$ cat config.mk
export PLATFORM = sky130hd
export DESIGN_NAME = rsc_regulators
export DESIGN_NICKNAME = d
export VERILOG_FILES = /design/src/rsc_pkg.sv /design/src/rsc_regulators.sv
export SDC_FILE = /design/constraint.sdc
export NUM_CORES = 1
export LEC_CHECK = 0
export ABC_AREA = 1
export BUFFER_PORTS_ARGS = -buffer_cell sky130_fd_sc_hd__clkbuf_2
export CORE_ASPECT_RATIO = 0.5
export CORE_MARGIN = 2
export CORE_UTILIZATION = 26
export CTS_BUF_LIST = sky130_fd_sc_hd__clkbuf_2
export DETAILED_ROUTE_END_ITERATION = 8
export HOLD_SLACK_MARGIN = 0.1
export SLEW_MARGIN = 20
export SYNTH_ARGS = -nofsm -noshare
export SYNTH_HDL_FRONTEND = slang
export SYNTH_SLANG_ARGS = --single-unit
$ cat constraint.sdc
create_clock -name core_clk -period 2.1 [get_ports core_clk]
set_clock_uncertainty 0.15 [all_clocks]
set_input_delay 0 -clock core_clk [delete_from_list [all_inputs] [get_ports core_clk]]
set_output_delay 0 -clock core_clk [all_outputs]
set_load 0.01 [all_outputs]
$ cat src/rsc_pkg.sv
// package for the two-regulator sequencing control block
// assumes one clock domain, plain register port with 8-bit addresses
package rsc_pkg;
    // register offsets (byte-wide index space of the control interface)
    localparam logic [7:0]  ADDR_ONE_SEQ     = 8'hC9;
    localparam logic [7:0]  ADDR_ONE_LP      = 8'hCA;
    localparam logic [7:0]  ADDR_TWO_CTRL    = 8'hCB;
    localparam logic [7:0]  ADDR_TWO_SEQ     = 8'hCC;
    localparam logic [7:0]  ADDR_IRQ_STATUS  = 8'hD0;
    localparam logic [7:0]  ADDR_IRQ_CLEAR   = 8'hD1;
    localparam logic [7:0]  ADDR_IRQ_ENABLE  = 8'hD2;
    localparam logic [7:0]  ADDR_SEQ_CMD     = 8'hD3;
    localparam logic [7:0]  ADDR_SEQ_STATUS  = 8'hD4;
    // field positions
    localparam int FAULT_ACT_LSB  = 14;
    localparam int START_SLOT_LSB = 10;
    localparam int STOP_SLOT_LSB  = 6;
    localparam int SLEEP_BEH_LSB  = 12;
    localparam int SLEEP_TRIG_LSB = 8;
    localparam int VCODE_LSB      = 0;
    localparam int SWITCH_BIT     = 14;
    localparam int FLOAT_BIT      = 10;
    // writable bit masks per register
    localparam logic [15:0] MASK_SEQ  = 16'hFFC0;
    localparam logic [15:0] MASK_LP   = 16'h331F;
    localparam logic [15:0] MASK_CTRL = 16'h441F;
    // mask-programmed defaults, overridable at top level
    localparam logic [15:0] RST_ONE_SEQ  = 16'h0C00;
    localparam logic [15:0] RST_ONE_LP   = 16'h001C;
    localparam logic [15:0] RST_TWO_CTRL = 16'h001B;
    localparam logic [15:0] RST_TWO_SEQ  = 16'h0800;
    // slot codes and fault actions
    localparam logic [3:0] SLOT_NONE   = 4'h0;
    localparam logic [3:0] SLOT_ACTIVE = 4'hF;
    localparam logic [3:0] SLOT_LAST   = 4'hE;
    localparam logic [1:0] ACT_IGNORE  = 2'h0;
    localparam logic [1:0] ACT_REG_OFF = 2'h1;
    // time per sequencing slot
    localparam int SLOT_TIME_NS   = 2000;
    localparam int CLK_PERIOD_NS  = 5;
    localparam int SLOT_CYCLES    = SLOT_TIME_NS / CLK_PERIOD_NS;
    typedef enum logic [2:0] {
        RSC_OFF      = 3'b000,
        RSC_STARTUP  = 3'b001,
        RSC_ACTIVE   = 3'b010,
        RSC_SHUTDOWN = 3'b011
    } rsc_state_t;
endpackage : rsc_pkg

$ cat src/rsc_regulators.sv
// two-regulator sequencing control: registers, slot sequencer, faults, irq
// assumes fault and low-power pins are asynchronous, one 200 MHz clock
// What this block does
// fault raises irq if enabled, then acts per action field
// action code 11 behaves as system shutdown
// startup slot 0000 keeps regulator off
// codes 1..14 enable in that startup slot
// startup code 1111 enables on entering active
// shutdown code 0000/1111 disables on entering off
// codes 1..14 disable in that shutdown slot
// sleep 00 uses image voltage, 01 disables
// software avoids reserved sleep codes 10, 11
// sleep trigger selects register bit or inputs
// five-bit code decodes 50mV then 100mV steps
// normal code applies only in regulator mode
// switch bit runs current-limited, ignores code
// float bit zero discharges disabled output
// all four disabled forces every discharge
// state machine reset restores mask defaults
// step slots upward, switching assigned regulators
module rsc_regulators
    import rsc_pkg::*;
#(
    parameter logic [15:0] DEF_ONE_SEQ  = RST_ONE_SEQ,
    parameter logic [15:0] DEF_ONE_LP   = RST_ONE_LP,
    parameter logic [15:0] DEF_TWO_CTRL = RST_TWO_CTRL,
    parameter logic [15:0] DEF_TWO_SEQ  = RST_TWO_SEQ,
    parameter int          SLOT_LEN     = SLOT_CYCLES
) (
    input  wire logic        core_clk,
    input  wire logic        rst,
    input  wire logic        sm_reset,
    input  wire logic [7:0]  addr,
    input  wire logic [15:0] wdata,
    input  wire logic        wr,
    input  wire logic        rd,
    output logic      [15:0] rdata,
    input  wire logic        fault_one,
    input  wire logic        fault_two,
    input  wire logic        low_power_input_one,
    input  wire logic        low_power_input_two,
    input  wire logic        low_power_input_three,
    input  wire logic        sleep_reg_bit,
    input  wire logic        others_disabled,
    input  wire logic [4:0]  reg_one_normal_code,
    input  wire logic        reg_one_switch_mode,
    input  wire logic        reg_one_output_float,
    output logic             reg_one_enable,
    output logic             reg_two_enable,
    output logic      [11:0] reg_one_target_mv,
    output logic      [11:0] reg_two_target_mv,
    output logic             reg_two_switch_out,
    output logic             reg_one_discharge,
    output logic             reg_two_discharge,
    output logic             system_shutdown,
    output logic             irq
);
    localparam int SC_W = $clog2(SLOT_LEN + 1);

    // voltage code to millivolts: 50mV steps then 100mV steps
    function automatic logic [11:0] code_to_mv(input logic [4:0] c);
        if (c[4])
            code_to_mv = 12'd1800 + 12'(c[3:0]) * 12'd100;
        else
            code_to_mv = 12'd900 + 12'(c[3:0]) * 12'd50;
    endfunction : code_to_mv

    logic [15:0]     reg_one_seq, reg_one_lp, reg_two_ctrl, reg_two_seq;
    logic [1:0]      irq_status, irq_enable;
    logic            up_req, down_req, sleep_sel;
    rsc_state_t      state;
    logic [3:0]      slot;
    logic [SC_W-1:0] slot_cnt;
    logic [4:0]      pin_meta, pin_sync, pin_prev;
    logic            reg_one_on, reg_two_on, one_tripped, two_tripped;
    logic            clr_wr, any_reset;

    assign any_reset = rst | sm_reset;
    assign clr_wr = wr && addr == ADDR_IRQ_CLEAR;

    // two-flop synchronisers for faults and low-power pins
    always_ff @(posedge core_clk) begin
        if (rst) begin
            pin_meta <= 5'h00;
            pin_sync <= 5'h00;
            pin_prev <= 5'h00;
        end else begin
            pin_meta <= {low_power_input_three, low_power_input_two,
                         low_power_input_one, fault_two, fault_one};
            pin_sync <= pin_meta;
            pin_prev <= pin_sync;
        end
    end

    wire [1:0] fault_rise = pin_sync[1:0] & ~pin_prev[1:0];
    wire [1:0] act_one = reg_one_seq[FAULT_ACT_LSB +: 2];
    wire [1:0] act_two = reg_two_seq[FAULT_ACT_LSB +: 2];

    // control fields, reset by bus reset or power state machine
    always_ff @(posedge core_clk) begin
        if (any_reset) begin
            reg_one_seq  <= DEF_ONE_SEQ;
            reg_one_lp   <= DEF_ONE_LP;
            reg_two_ctrl <= DEF_TWO_CTRL;
            reg_two_seq  <= DEF_TWO_SEQ;
        end else if (wr) begin
            if (addr == ADDR_ONE_SEQ)  reg_one_seq  <= wdata & MASK_SEQ;
            if (addr == ADDR_ONE_LP)   reg_one_lp   <= wdata & MASK_LP;
            if (addr == ADDR_TWO_CTRL) reg_two_ctrl <= wdata & MASK_CTRL;
            if (addr == ADDR_TWO_SEQ)  reg_two_seq  <= wdata & MASK_SEQ;
        end
    end

    // sticky fault status, set wins over clear
    always_ff @(posedge core_clk) begin
        if (rst) begin
            irq_status <= 2'h0;
            irq_enable <= 2'h0;
        end else begin
            irq_status <= (irq_status & ~(clr_wr ? wdata[1:0] : 2'h0)) | fault_rise;
            if (wr && addr == ADDR_IRQ_ENABLE) irq_enable <= wdata[1:0];
        end
    end
    assign irq = |(irq_status & irq_enable);

    // power-up and power-down requests, one-cycle pulses
    always_ff @(posedge core_clk) begin
        if (rst) begin
            up_req   <= 1'b0;
            down_req <= 1'b0;
        end else begin
            up_req   <= wr && addr == ADDR_SEQ_CMD && wdata[0];
            down_req <= wr && addr == ADDR_SEQ_CMD && wdata[1];
        end
    end

    // system shutdown on fault with action 10 or reserved 11
    wire sys_fault = (fault_rise[0] && act_one[1]) || (fault_rise[1] && act_two[1]);

    // slot sequencer
    wire slot_done = slot_cnt == SC_W'(SLOT_LEN - 1);
    always_ff @(posedge core_clk) begin
        if (rst) begin
            state    <= RSC_OFF;
            slot     <= 4'h0;
            slot_cnt <= '0;
        end else begin
            unique case (state)
                RSC_OFF: begin
                    if (up_req) begin
                        state    <= RSC_STARTUP;
                        slot     <= 4'h1;
                        slot_cnt <= '0;
                    end
                end
                RSC_STARTUP: begin
                    if (sys_fault || down_req) begin
                        state    <= RSC_SHUTDOWN;
                        slot     <= 4'h1;
                        slot_cnt <= '0;
                    end else if (slot_done) begin
                        slot_cnt <= '0;
                        if (slot == SLOT_LAST) state <= RSC_ACTIVE;
                        else slot <= slot + 4'h1;
                    end else begin
                        slot_cnt <= slot_cnt + SC_W'(1);
                    end
                end
                RSC_ACTIVE: begin
                    if (sys_fault || down_req) begin
                        state    <= RSC_SHUTDOWN;
                        slot     <= 4'h1;
                        slot_cnt <= '0;
                    end
                end
                RSC_SHUTDOWN: begin
                    if (slot_done) begin
                        slot_cnt <= '0;
                        if (slot == SLOT_LAST) state <= RSC_OFF;
                        else slot <= slot + 4'h1;
                    end else begin
                        slot_cnt <= slot_cnt + SC_W'(1);
                    end
                end
                default: state <= RSC_OFF;
            endcase
        end
    end

    // enable decision for one regulator from its sequencing register
    function automatic logic next_on(input logic cur, input logic [15:0] sq,
                                     input rsc_state_t st, input logic [3:0] sl,
                                     input logic sd);
        logic [3:0] up_s, dn_s;
        up_s = sq[START_SLOT_LSB +: 4];
        dn_s = sq[STOP_SLOT_LSB +: 4];
        next_on = cur;
        if (st == RSC_STARTUP && sd && up_s != SLOT_NONE && up_s == sl)
            next_on = 1'b1;
        if (st == RSC_STARTUP && sd && sl == SLOT_LAST && up_s == SLOT_ACTIVE)
            next_on = 1'b1;
        if (st == RSC_SHUTDOWN && sd && dn_s == sl && dn_s != SLOT_ACTIVE)
            next_on = 1'b0;
        if (st == RSC_SHUTDOWN && sd && sl == SLOT_LAST &&
            (dn_s == SLOT_NONE || dn_s == SLOT_ACTIVE))
            next_on = 1'b0;
    endfunction : next_on

    // regulator enables, fault trips switch a single regulator off
    always_ff @(posedge core_clk) begin
        if (rst) begin
            reg_one_on  <= 1'b0;
            reg_two_on  <= 1'b0;
            one_tripped <= 1'b0;
            two_tripped <= 1'b0;
        end else begin
            reg_one_on <= next_on(reg_one_on, reg_one_seq, state, slot, slot_done);
            reg_two_on <= next_on(reg_two_on, reg_two_seq, state, slot, slot_done);
            if (fault_rise[0] && act_one == ACT_REG_OFF) one_tripped <= 1'b1;
            else if (state == RSC_OFF) one_tripped <= 1'b0;
            if (fault_rise[1] && act_two == ACT_REG_OFF) two_tripped <= 1'b1;
            else if (state == RSC_OFF) two_tripped <= 1'b0;
        end
    end

    // hibernate trigger select
    always_comb begin
        unique case (reg_one_lp[SLEEP_TRIG_LSB +: 2])
            2'h0:    sleep_sel = sleep_reg_bit;
            2'h1:    sleep_sel = pin_sync[2];
            2'h2:    sleep_sel = pin_sync[3];
            default: sleep_sel = pin_sync[4];
        endcase
    end

    wire sleep_beh = reg_one_lp[SLEEP_BEH_LSB];
    wire one_en = reg_one_on && !one_tripped && !(sleep_sel && sleep_beh);
    wire two_en = reg_two_on && !two_tripped;
    wire all_off = !one_en && !two_en && others_disabled;

    // registered outputs to the analog regulators
    always_ff @(posedge core_clk) begin
        if (rst) begin
            reg_one_enable     <= 1'b0;
            reg_two_enable     <= 1'b0;
            reg_one_target_mv  <= 12'h000;
            reg_two_target_mv  <= 12'h000;
            reg_two_switch_out <= 1'b0;
            reg_one_discharge  <= 1'b1;
            reg_two_discharge  <= 1'b1;
            system_shutdown    <= 1'b0;
        end else begin
            reg_one_enable <= one_en;
            reg_two_enable <= two_en;
            if (reg_one_switch_mode)
                reg_one_target_mv <= 12'h000;
            else if (sleep_sel && !sleep_beh)
                reg_one_target_mv <= code_to_mv(reg_one_lp[VCODE_LSB +: 5]);
            else
                reg_one_target_mv <= code_to_mv(reg_one_normal_code);
            reg_two_switch_out <= reg_two_ctrl[SWITCH_BIT];
            reg_two_target_mv  <= reg_two_ctrl[SWITCH_BIT] ? 12'h000
                                : code_to_mv(reg_two_ctrl[VCODE_LSB +: 5]);
            reg_one_discharge <= !one_en && (!reg_one_output_float || all_off);
            reg_two_discharge <= !two_en && (!reg_two_ctrl[FLOAT_BIT] || all_off);
            system_shutdown   <= sys_fault;
        end
    end

    // read data one cycle after the strobe, unmapped reads zero
    always_ff @(posedge core_clk) begin
        if (rst) begin
            rdata <= 16'h0000;
        end else if (rd) begin
            unique case (addr)
                ADDR_ONE_SEQ:    rdata <= reg_one_seq;
                ADDR_ONE_LP:     rdata <= reg_one_lp;
                ADDR_TWO_CTRL:   rdata <= reg_two_ctrl;
                ADDR_TWO_SEQ:    rdata <= reg_two_seq;
                ADDR_IRQ_STATUS: rdata <= {14'h0000, irq_status};
                ADDR_IRQ_ENABLE: rdata <= {14'h0000, irq_enable};
                ADDR_SEQ_STATUS: rdata <= {7'h00, reg_two_on, reg_one_on,
                                           state, slot};
                default:         rdata <= 16'h0000;
            endcase
        end else begin
            rdata <= 16'h0000;
        end
    end

    property p_fault_irq;
        @(posedge core_clk) disable iff (rst)
        fault_rise[0] && irq_enable[0] && !clr_wr |=> irq;
    endproperty
    a_fault_irq: assert property (p_fault_irq) else $error("fault did not raise irq");

    property p_sys_down;
        @(posedge core_clk) disable iff (rst)
        fault_rise[1] && act_two[1] |=> system_shutdown;
    endproperty
    a_sys_down: assert property (p_sys_down) else $error("no system shutdown");

    property p_slot_zero;
        @(posedge core_clk) disable iff (rst)
        state == RSC_STARTUP && reg_one_seq[START_SLOT_LSB +: 4] == SLOT_NONE
            && !reg_one_on |=> !reg_one_on;
    endproperty
    a_slot_zero: assert property (p_slot_zero) else $error("slot zero enabled");

    property p_slot_on;
        @(posedge core_clk) disable iff (rst || sm_reset)
        state == RSC_STARTUP && slot_done && reg_two_seq[START_SLOT_LSB +: 4] == slot
            && slot != SLOT_NONE && !sys_fault |=> reg_two_on ##1 reg_two_enable || two_tripped;
    endproperty
    a_slot_on: assert property (p_slot_on) else $error("slot start missed");

    property p_off_entry;
        @(posedge core_clk) disable iff (rst)
        state == RSC_OFF && $past(state) == RSC_SHUTDOWN
            |-> !reg_one_on && !reg_two_on;
    endproperty
    a_off_entry: assert property (p_off_entry) else $error("regulator left on in off");

    property p_switch;
        @(posedge core_clk) disable iff (rst)
        reg_two_ctrl[SWITCH_BIT] |=> reg_two_target_mv == 12'h000;
    endproperty
    a_switch: assert property (p_switch) else $error("voltage used in switch mode");

    property p_code;
        @(posedge core_clk) disable iff (rst)
        !reg_two_ctrl[SWITCH_BIT] && reg_two_ctrl[4:0] == 5'h1F |=> reg_two_target_mv == 12'd3300;
    endproperty
    a_code: assert property (p_code) else $error("bad voltage decode");

    property p_float;
        @(posedge core_clk) disable iff (rst)
        !two_en && !reg_two_ctrl[FLOAT_BIT] |=> reg_two_discharge;
    endproperty
    a_float: assert property (p_float) else $error("no discharge");

    property p_all_off;
        @(posedge core_clk) disable iff (rst)
        all_off |=> reg_one_discharge && reg_two_discharge;
    endproperty
    a_all_off: assert property (p_all_off) else $error("all off not discharged");

    property p_smreset;
        @(posedge core_clk) disable iff (rst)
        sm_reset |=> reg_two_seq == DEF_TWO_SEQ;
    endproperty
    a_smreset: assert property (p_smreset) else $error("defaults not restored");

    c_active:   cover property (@(posedge core_clk) state == RSC_ACTIVE);
    c_shutdown: cover property (@(posedge core_clk) state == RSC_SHUTDOWN && slot == SLOT_LAST);
    c_irq:      cover property (@(posedge core_clk) irq);
    c_sysdown:  cover property (@(posedge core_clk) system_shutdown);
endmodule : rsc_regulators

==> Word level (Yosys, flattened, before mapping) <==
Cells that the tools add are included.
{ "classes": {"addsub": 8, "multipliers": 6, "n_div": 0, "magnitude_cmp": 0, "eq_ne": 34, "shifts": 0, "mux": 33, "bitwise": 8, "n_reduce_logical": 71} }
{ "ops": {"columns": ["operator", "count"], "rows": [
  ["$pmux 16 s7", 1],
  ["$eq 8x8->1 const B", 9],
  ["$mul 4x5->9 const B", 6],
  ["$mux 12", 4],
  ["$add 11x11->12 const A", 3],
  ["$mux 9", 4],
  ["$pmux 9 s4", 1],
  ["$logic_and 1x1->1", 34],
  ["$add 10x10->11 const A", 3],
  ["$mux 3", 7],
  ["$eq 4x4->1 const B", 5],
  ["$mux 4", 5],
  ["$eq 4x4->1", 4],
  ["$pmux 4 s4", 1],
  ["$pmux 3 s4", 1],
  ["$reduce_bool 4->1", 3],
  ["$add 9x1->9 const B", 1],
  ["$eq 9x9->1 const B", 1],
  ["$logic_not 1->1", 8],
  ["$logic_not 4->1", 2],
  ["$ne 4x4->1 const B", 2],
  ["$reduce_and 2->1", 4],
  ["$reduce_bool 2->1", 4],
  ["$reduce_or 2->1", 4],
  ["22 further kinds", 43]
]} }
{ "totals": {"ff_bits": 120, "latchBits": 0, "ram_bits": 0, "romBits": 0, "inputBits": 43, "out_inout_bits": 47, "word_cells": 187, "mem_count": 0} }

==> Depth between registers and ports, before layout <==
{ "depth": {"word_depth": 10, "ltp_mapped": 15, "ltp_nobuf": 15} }

==> Least setup slack after synthesis <==
Ideal clock, no wire load.
{ "synth_timing": {"kind": "register to register", "startpoint": "register reg_two_ctrl[1]", "endpoint": "register reg_two_target_mv[9]", "setup_ns": 0.074, "t_arrival_ns": 2.088, "required_ns": 1.876, "path_slack_ns": -0.212, "stages_incl_launch_ff": 11, "synth_period_minus_slack_ns": 2.312, "cell_sequence": "dfxtp_1 > ha_1 > ha_1 > fa_1 > inv_1 > nor3_1 > nor2_1 > nand2_1 > xor2_1 > nand2_1 > o21ai_0"} }
{ "synth_between": {"elab_chain_len": 3, "word_cells_on_any_way": 5, "cone_classes": "2 x add/sub; 2 x mul; 1 x mux"} }
{ "synth_rtl": {"columns": ["element", "line", "source"], "rows": [
  ["start, declared", "rsc_regulators.sv:68", "logic [15:0] reg_one_seq, reg_one_lp, reg_two_ctrl, reg_two_seq;"],
  ["start signal, assigned", "rsc_regulators.sv:109", "if (addr == ADDR_TWO_CTRL) reg_two_ctrl <= wdata & MASK_CTRL;"],
  ["$mul 4x5->9", "rsc_regulators.sv:63, rsc_regulators.sv:65", null],
  ["$add 11x11->12 or $add 10x10->11 (tied branches)", "rsc_regulators.sv:63, rsc_regulators.sv:65", null],
  ["$mux 12 *", "rsc_regulators.sv:62", "if (c[4])"],
  ["end signal, assigned", "rsc_regulators.sv:262", "reg_two_target_mv <= reg_two_ctrl[SWITCH_BIT] ? 12'h000"],
  ["end, declared", "rsc_regulators.sv:51", "output logic [11:0] reg_two_target_mv,"]
]} }
Mark *: on every way between the ends. The rest lies on a longest branch, timed or not.
A chain may end at the register's enable or synchronous reset.

==> Final worst setup path <==
{ "layout_timing": {"startpoint": "register reg_one_lp[1]", "endpoint": "register reg_one_target_mv[9]"} }
{ "layout_between": {"elab_chain_len": 4, "word_cells_on_any_way": 6, "cone_classes": "2 x add/sub; 2 x mul; 2 x mux"} }
{ "layout_rtl": {"columns": ["element", "line", "source"], "rows": [
  ["start, declared", "rsc_regulators.sv:68", null],
  ["start signal, assigned", "rsc_regulators.sv:108", "if (addr == ADDR_ONE_LP) reg_one_lp <= wdata & MASK_LP;"],
  ["$mul 4x5->9", "rsc_regulators.sv:63, rsc_regulators.sv:65", null],
  ["$add 11x11->12 or $add 10x10->11 (tied branches)", "rsc_regulators.sv:63, rsc_regulators.sv:65", null],
  ["$mux 12 *", "rsc_regulators.sv:62", null],
  ["$mux 12 *", "rsc_regulators.sv:257", "else if (sleep_sel && !sleep_beh)"],
  ["end signal, assigned", "rsc_regulators.sv:258", "reg_one_target_mv <= code_to_mv(reg_one_lp[VCODE_LSB +: 5]);"],
  ["end signal, assigned", "rsc_regulators.sv:260", "reg_one_target_mv <= code_to_mv(reg_one_normal_code);"],
  ["end, declared", "rsc_regulators.sv:50", "output logic [11:0] reg_one_target_mv,"]
]} }
Marked as above.

==> results.md <==
- Status: complete, but fails checks
- Failing checks: negative setup slack
- Type of the worst setup path: flop to flop
- Number of stages on the worst hold path: 5
- Met2 wire len: 10.3 mm
- Core Rows: 40
- Endpoints failing setup: 14
- Buffers on Ports: 86
- Synth area leader: dfxtp_1
- Max_slew headroom: 0.635
- Number of cells after detailed placement: 1302
- Number of nets in the layout: 1232
- Die X-Extent: 224 microns
- Number of max-cap violations: 0
- Share of layout cells above drive strength 1: 0.223
- Post-route clock period utilization: 1.10
- Vias in the first global route: 6840
- Min-Delay Path Class: input port to flop
- I/O pin count: 90
- Clk slew on worst S/H paths: 0.24 ns
- Largest net degree at the start of global routing: 29
- Synth top area cells: dfxtp_1 (37%), nand2_1 (9.5%), inv_1 (8.3%), ha_1 (7.0%), a21oi_1 (5.7%)
- Ratio of total power to cell area: 532 nW/um^2
- Pins Over Slew Limit: 0
- Synth Cell Area: 6270 sq um
- Critical Path Sink Type: flop
- Clock sink count: 117
- Routed vias/inst: 4.69
- Maximum fanout encountered on the critical timing path: 4
- Wire length of the first global-routing pass: 32.6 mm
- Highest metal layer used by the detailed router: met4
- Number of unique standard cell types used by synthesis: 42
- Maximum ir drop on the vdd rail: 0.000242 V
- Clock tree from TritonCTS: done
- Clock period minus worst slack: 2.30 ns
- Part of the Yosys area used for sequential elements: 0.373
- Slack of the worst reg-to-reg path: -0.20 ns
- Launch point of the worst hold path: addr[2]
- Count of vias placed by the detailed router: 6940
- Worst Setup Slack, final: -0.200 ns
- Destination of the worst register-to-register timing path: reg_one_target_mv[9]
- Maximum achievable frequency: 435 MHz
- Share of the core filled with cells in the final layout: 0.392
- # H-tree levels: 4
- FF+latch count, synth: 117
- Leakage power figure: 4.20 nW
- Count of cells along the worst register-to-register path: 14
- Reg2Reg Launch Point: reg_one_lp[1]
- Starting Density: 0.263
- Fraction of synthesized cell area taken by the top area cell type: 0.373
- Mean area per synthesized cell: 7.13 sq um
- CORE AREA: 23800 sq um
- Aggregate negative setup slack: -1.61 ns
- Antenna viol nets, final: 0
- Area Growth Syn to Fin: 48.8%
- Later-pin clock latency in the skew report: 0.73 ns
- Post-Layout Cell Count: 1479
- Die height: 114 microns
- Initial antenna violation count: 0
- Deepest clock path buffer count: 2
- Initial DRT Pass Iterations: 5
- Global-route usage over all layers: 0.160
- Final estimated routing congestion in global placement: 0.901
- Antenna Cells: 0
- Number of DRC markers in iteration 0: 499
- Total gr overflow: 0
- End of the worst hold path: irq_enable[0]
- Master cell of the clock root buffer: clkbuf_2
- # DRC: 0
- Final count of hold timing violations: 0
- Metal1 wirelength: 8.29 mm
- Post-detailed-route wirelength per cell: 13.9 microns
- Unrepaired setup endpoints after global routing: true
- Floorplan die area: 25500 sq um
- Clock buffers created by TritonCTS: 17
- Gate count of the mapped netlist: 880
- Worst endpoint data arrival time: 2.77 ns
- Element type at the critical path start: flop
- Critical Path RT: 2.57 ns
- Post-Route WL: 20.6 mm
- Slew at the pin closest to its max-slew limit: 0.546 ns
- DP Wirelength: 14.2 mm
- Design Power: 4.96 mW
- Met3 wire length: 1.26 mm
- Synth warn: 0
-- stage by stage --
step / setup slack, ns / hold slack [ns] / instance area (sq um)
floorplan: -0.0407 / -0.0430 / 6340
global placement: -0.0860 / 0.0548 / 7370
detailed placement: -0.149 / 0.0590 / 7370
CTS: -0.139 / 0.107 / 9010
global route: -0.300 / 0.118 / 9340
finish: -0.200 / 0.125 / 9340
-- cells by family after synthesis --
group           Yosys count  share of synthesized area
simple gates            355                      0.252
other cells               1                   0.000598
fa+ha+maj                38                     0.0794
flops                   117                      0.373
compound gates          175                      0.154
xor+xnor                 26                     0.0363
buf+inv                 168                      0.105
-- area by class of cell --
cell class | count | area [sq um]
well taps | 315 | 394
clock buffers | 17 | 85.1
multi-input cells | 596 | 3610
fillers | 2402 | 14500
repair buffers | 272 | 2170
inverters | 147 | 557
flip-flops and latches | 117 | 2360
clock inverters | 15 | 155
-- per-layer routing --
layer / vias to the layer above / global-route usage
met5: - / 0
met3: 59 / 0.0363
met2: 235 / 0.296
li1: 3399 / -
met1: 3247 / 0.179
met4: 0 / 0.0711
-- synthesized netlist by cell type --
library cell	n
nand4_1	16
conb_1	1
o21ai_2	2
a22o_1	1
nor4_1	1
o21ai_0	53
fa_1	3
nand2_2	3
o21bai_1	1
buf_4	2
nand2_4	2
o22ai_1	16
nand3_2	1
clkinv_1	1
dfxtp_1	117
nand3_1	62
buf_1	1
a211oi_1	6
nor2_2	1
inv_2	7
nand4_2	1
ha_1	35
xnor2_1	14
clkbuf_1	12
nor2_8	1
o211ai_1	8
o2111ai_1	1
nor2_1	88
xor2_1	12
buf_2	4
nand3b_1	1
nor2_4	5
a21oi_1	71
or2_2	2
inv_1	139
nor3_2	2
nand2_1	159
buf_6	2
a31oi_1	3
o221ai_1	3
o21ai_1	10
nor3_1	10
-- sequential cells by signal, indices dropped and copies added, names as in the netlist, 2 cells and up --
name               cells
irq_enable             2
irq_status             2
pin_meta               5
pin_prev               2
pin_sync               5
rdata                 16
reg_one_lp             9
reg_one_seq           10
reg_one_target_mv     11
reg_two_ctrl           7
reg_two_seq           10
reg_two_target_mv     11
slot                   4
slot_cnt               9
state                  2
-- where the power goes --
part	leakage (nW)	total, mW	internal, mW	switching [mW]
registers	0.951	2.31	2.28	0.0301
clock network	0.135	1.55	0.477	1.08
logic	3.11	1.10	0.471	0.632
total	4.20	4.96	3.22	1.74
-- placed cells by master (no fill, tap or decap), types with 3 or more instances in the layout --
cell,count
xor2_1,9
clkbuf_2,103
nor2_4,7
a211oi_1,6
ha_4,10
ha_1,23
nand3_2,6
dfxtp_1,109
inv_2,12
o22ai_1,16
a21oi_2,3
nand4_1,16
inv_6,7
nor2_2,3
nand2_2,10
nand2_4,4
xnor2_2,4
dlygate4sd3_1,132
o21ai_0,51
nor3_1,8
o21ai_1,12
nand3_1,55
xor2_2,3
a21oi_1,68
nand2_1,150
inv_8,3
o211ai_1,8
dfxtp_4,4
inv_1,132
nor2_1,84
clkinvlp_4,4
dfxtp_2,4
xnor2_1,10
a31oi_1,3
buf_4,51
-- worst max path at each step --
stage	start	to	slack [ns]	depth (start not counted)
floorplan	reg_one_lp[1]	reg_one_target_mv[10]	-0.04	9
global placement	reg_two_ctrl[2]	reg_two_target_mv[9]	-0.09	11
detailed placement	reg_one_lp[1]	reg_one_target_mv[10]	-0.15	13
CTS	reg_two_ctrl[1]	reg_two_target_mv[10]	-0.14	10
global route	reg_one_lp[1]	reg_one_target_mv[9]	-0.30	14
finish	reg_one_lp[1]	reg_one_target_mv[9]	-0.20	14
-- worst max-delay path, stage by stage, from the launching register on --
cell and delay, ns:
dfxtp_4 0.41, ha_4 0.25, ha_4 0.16, fa_2 0.55, nand2_2 0.07, inv_2 0.05
nand2_2 0.06, nand2_4 0.09, inv_4 0.05, nand2_4 0.08, nand3_2 0.08, nand2_2 0.08
inv_2 0.04, nand2_2 0.05, a21oi_2 0.05
-- repair_timing --
item	4_1_cts	5_1_grt
buffers inserted	4	7
setup endpoints to repair	10	38
hold buffers	130	10
gates resized for setup	21	50
endpoints found under the hold margin	117	18
pin swaps	14	19
(Power assumes the default switching activity.)
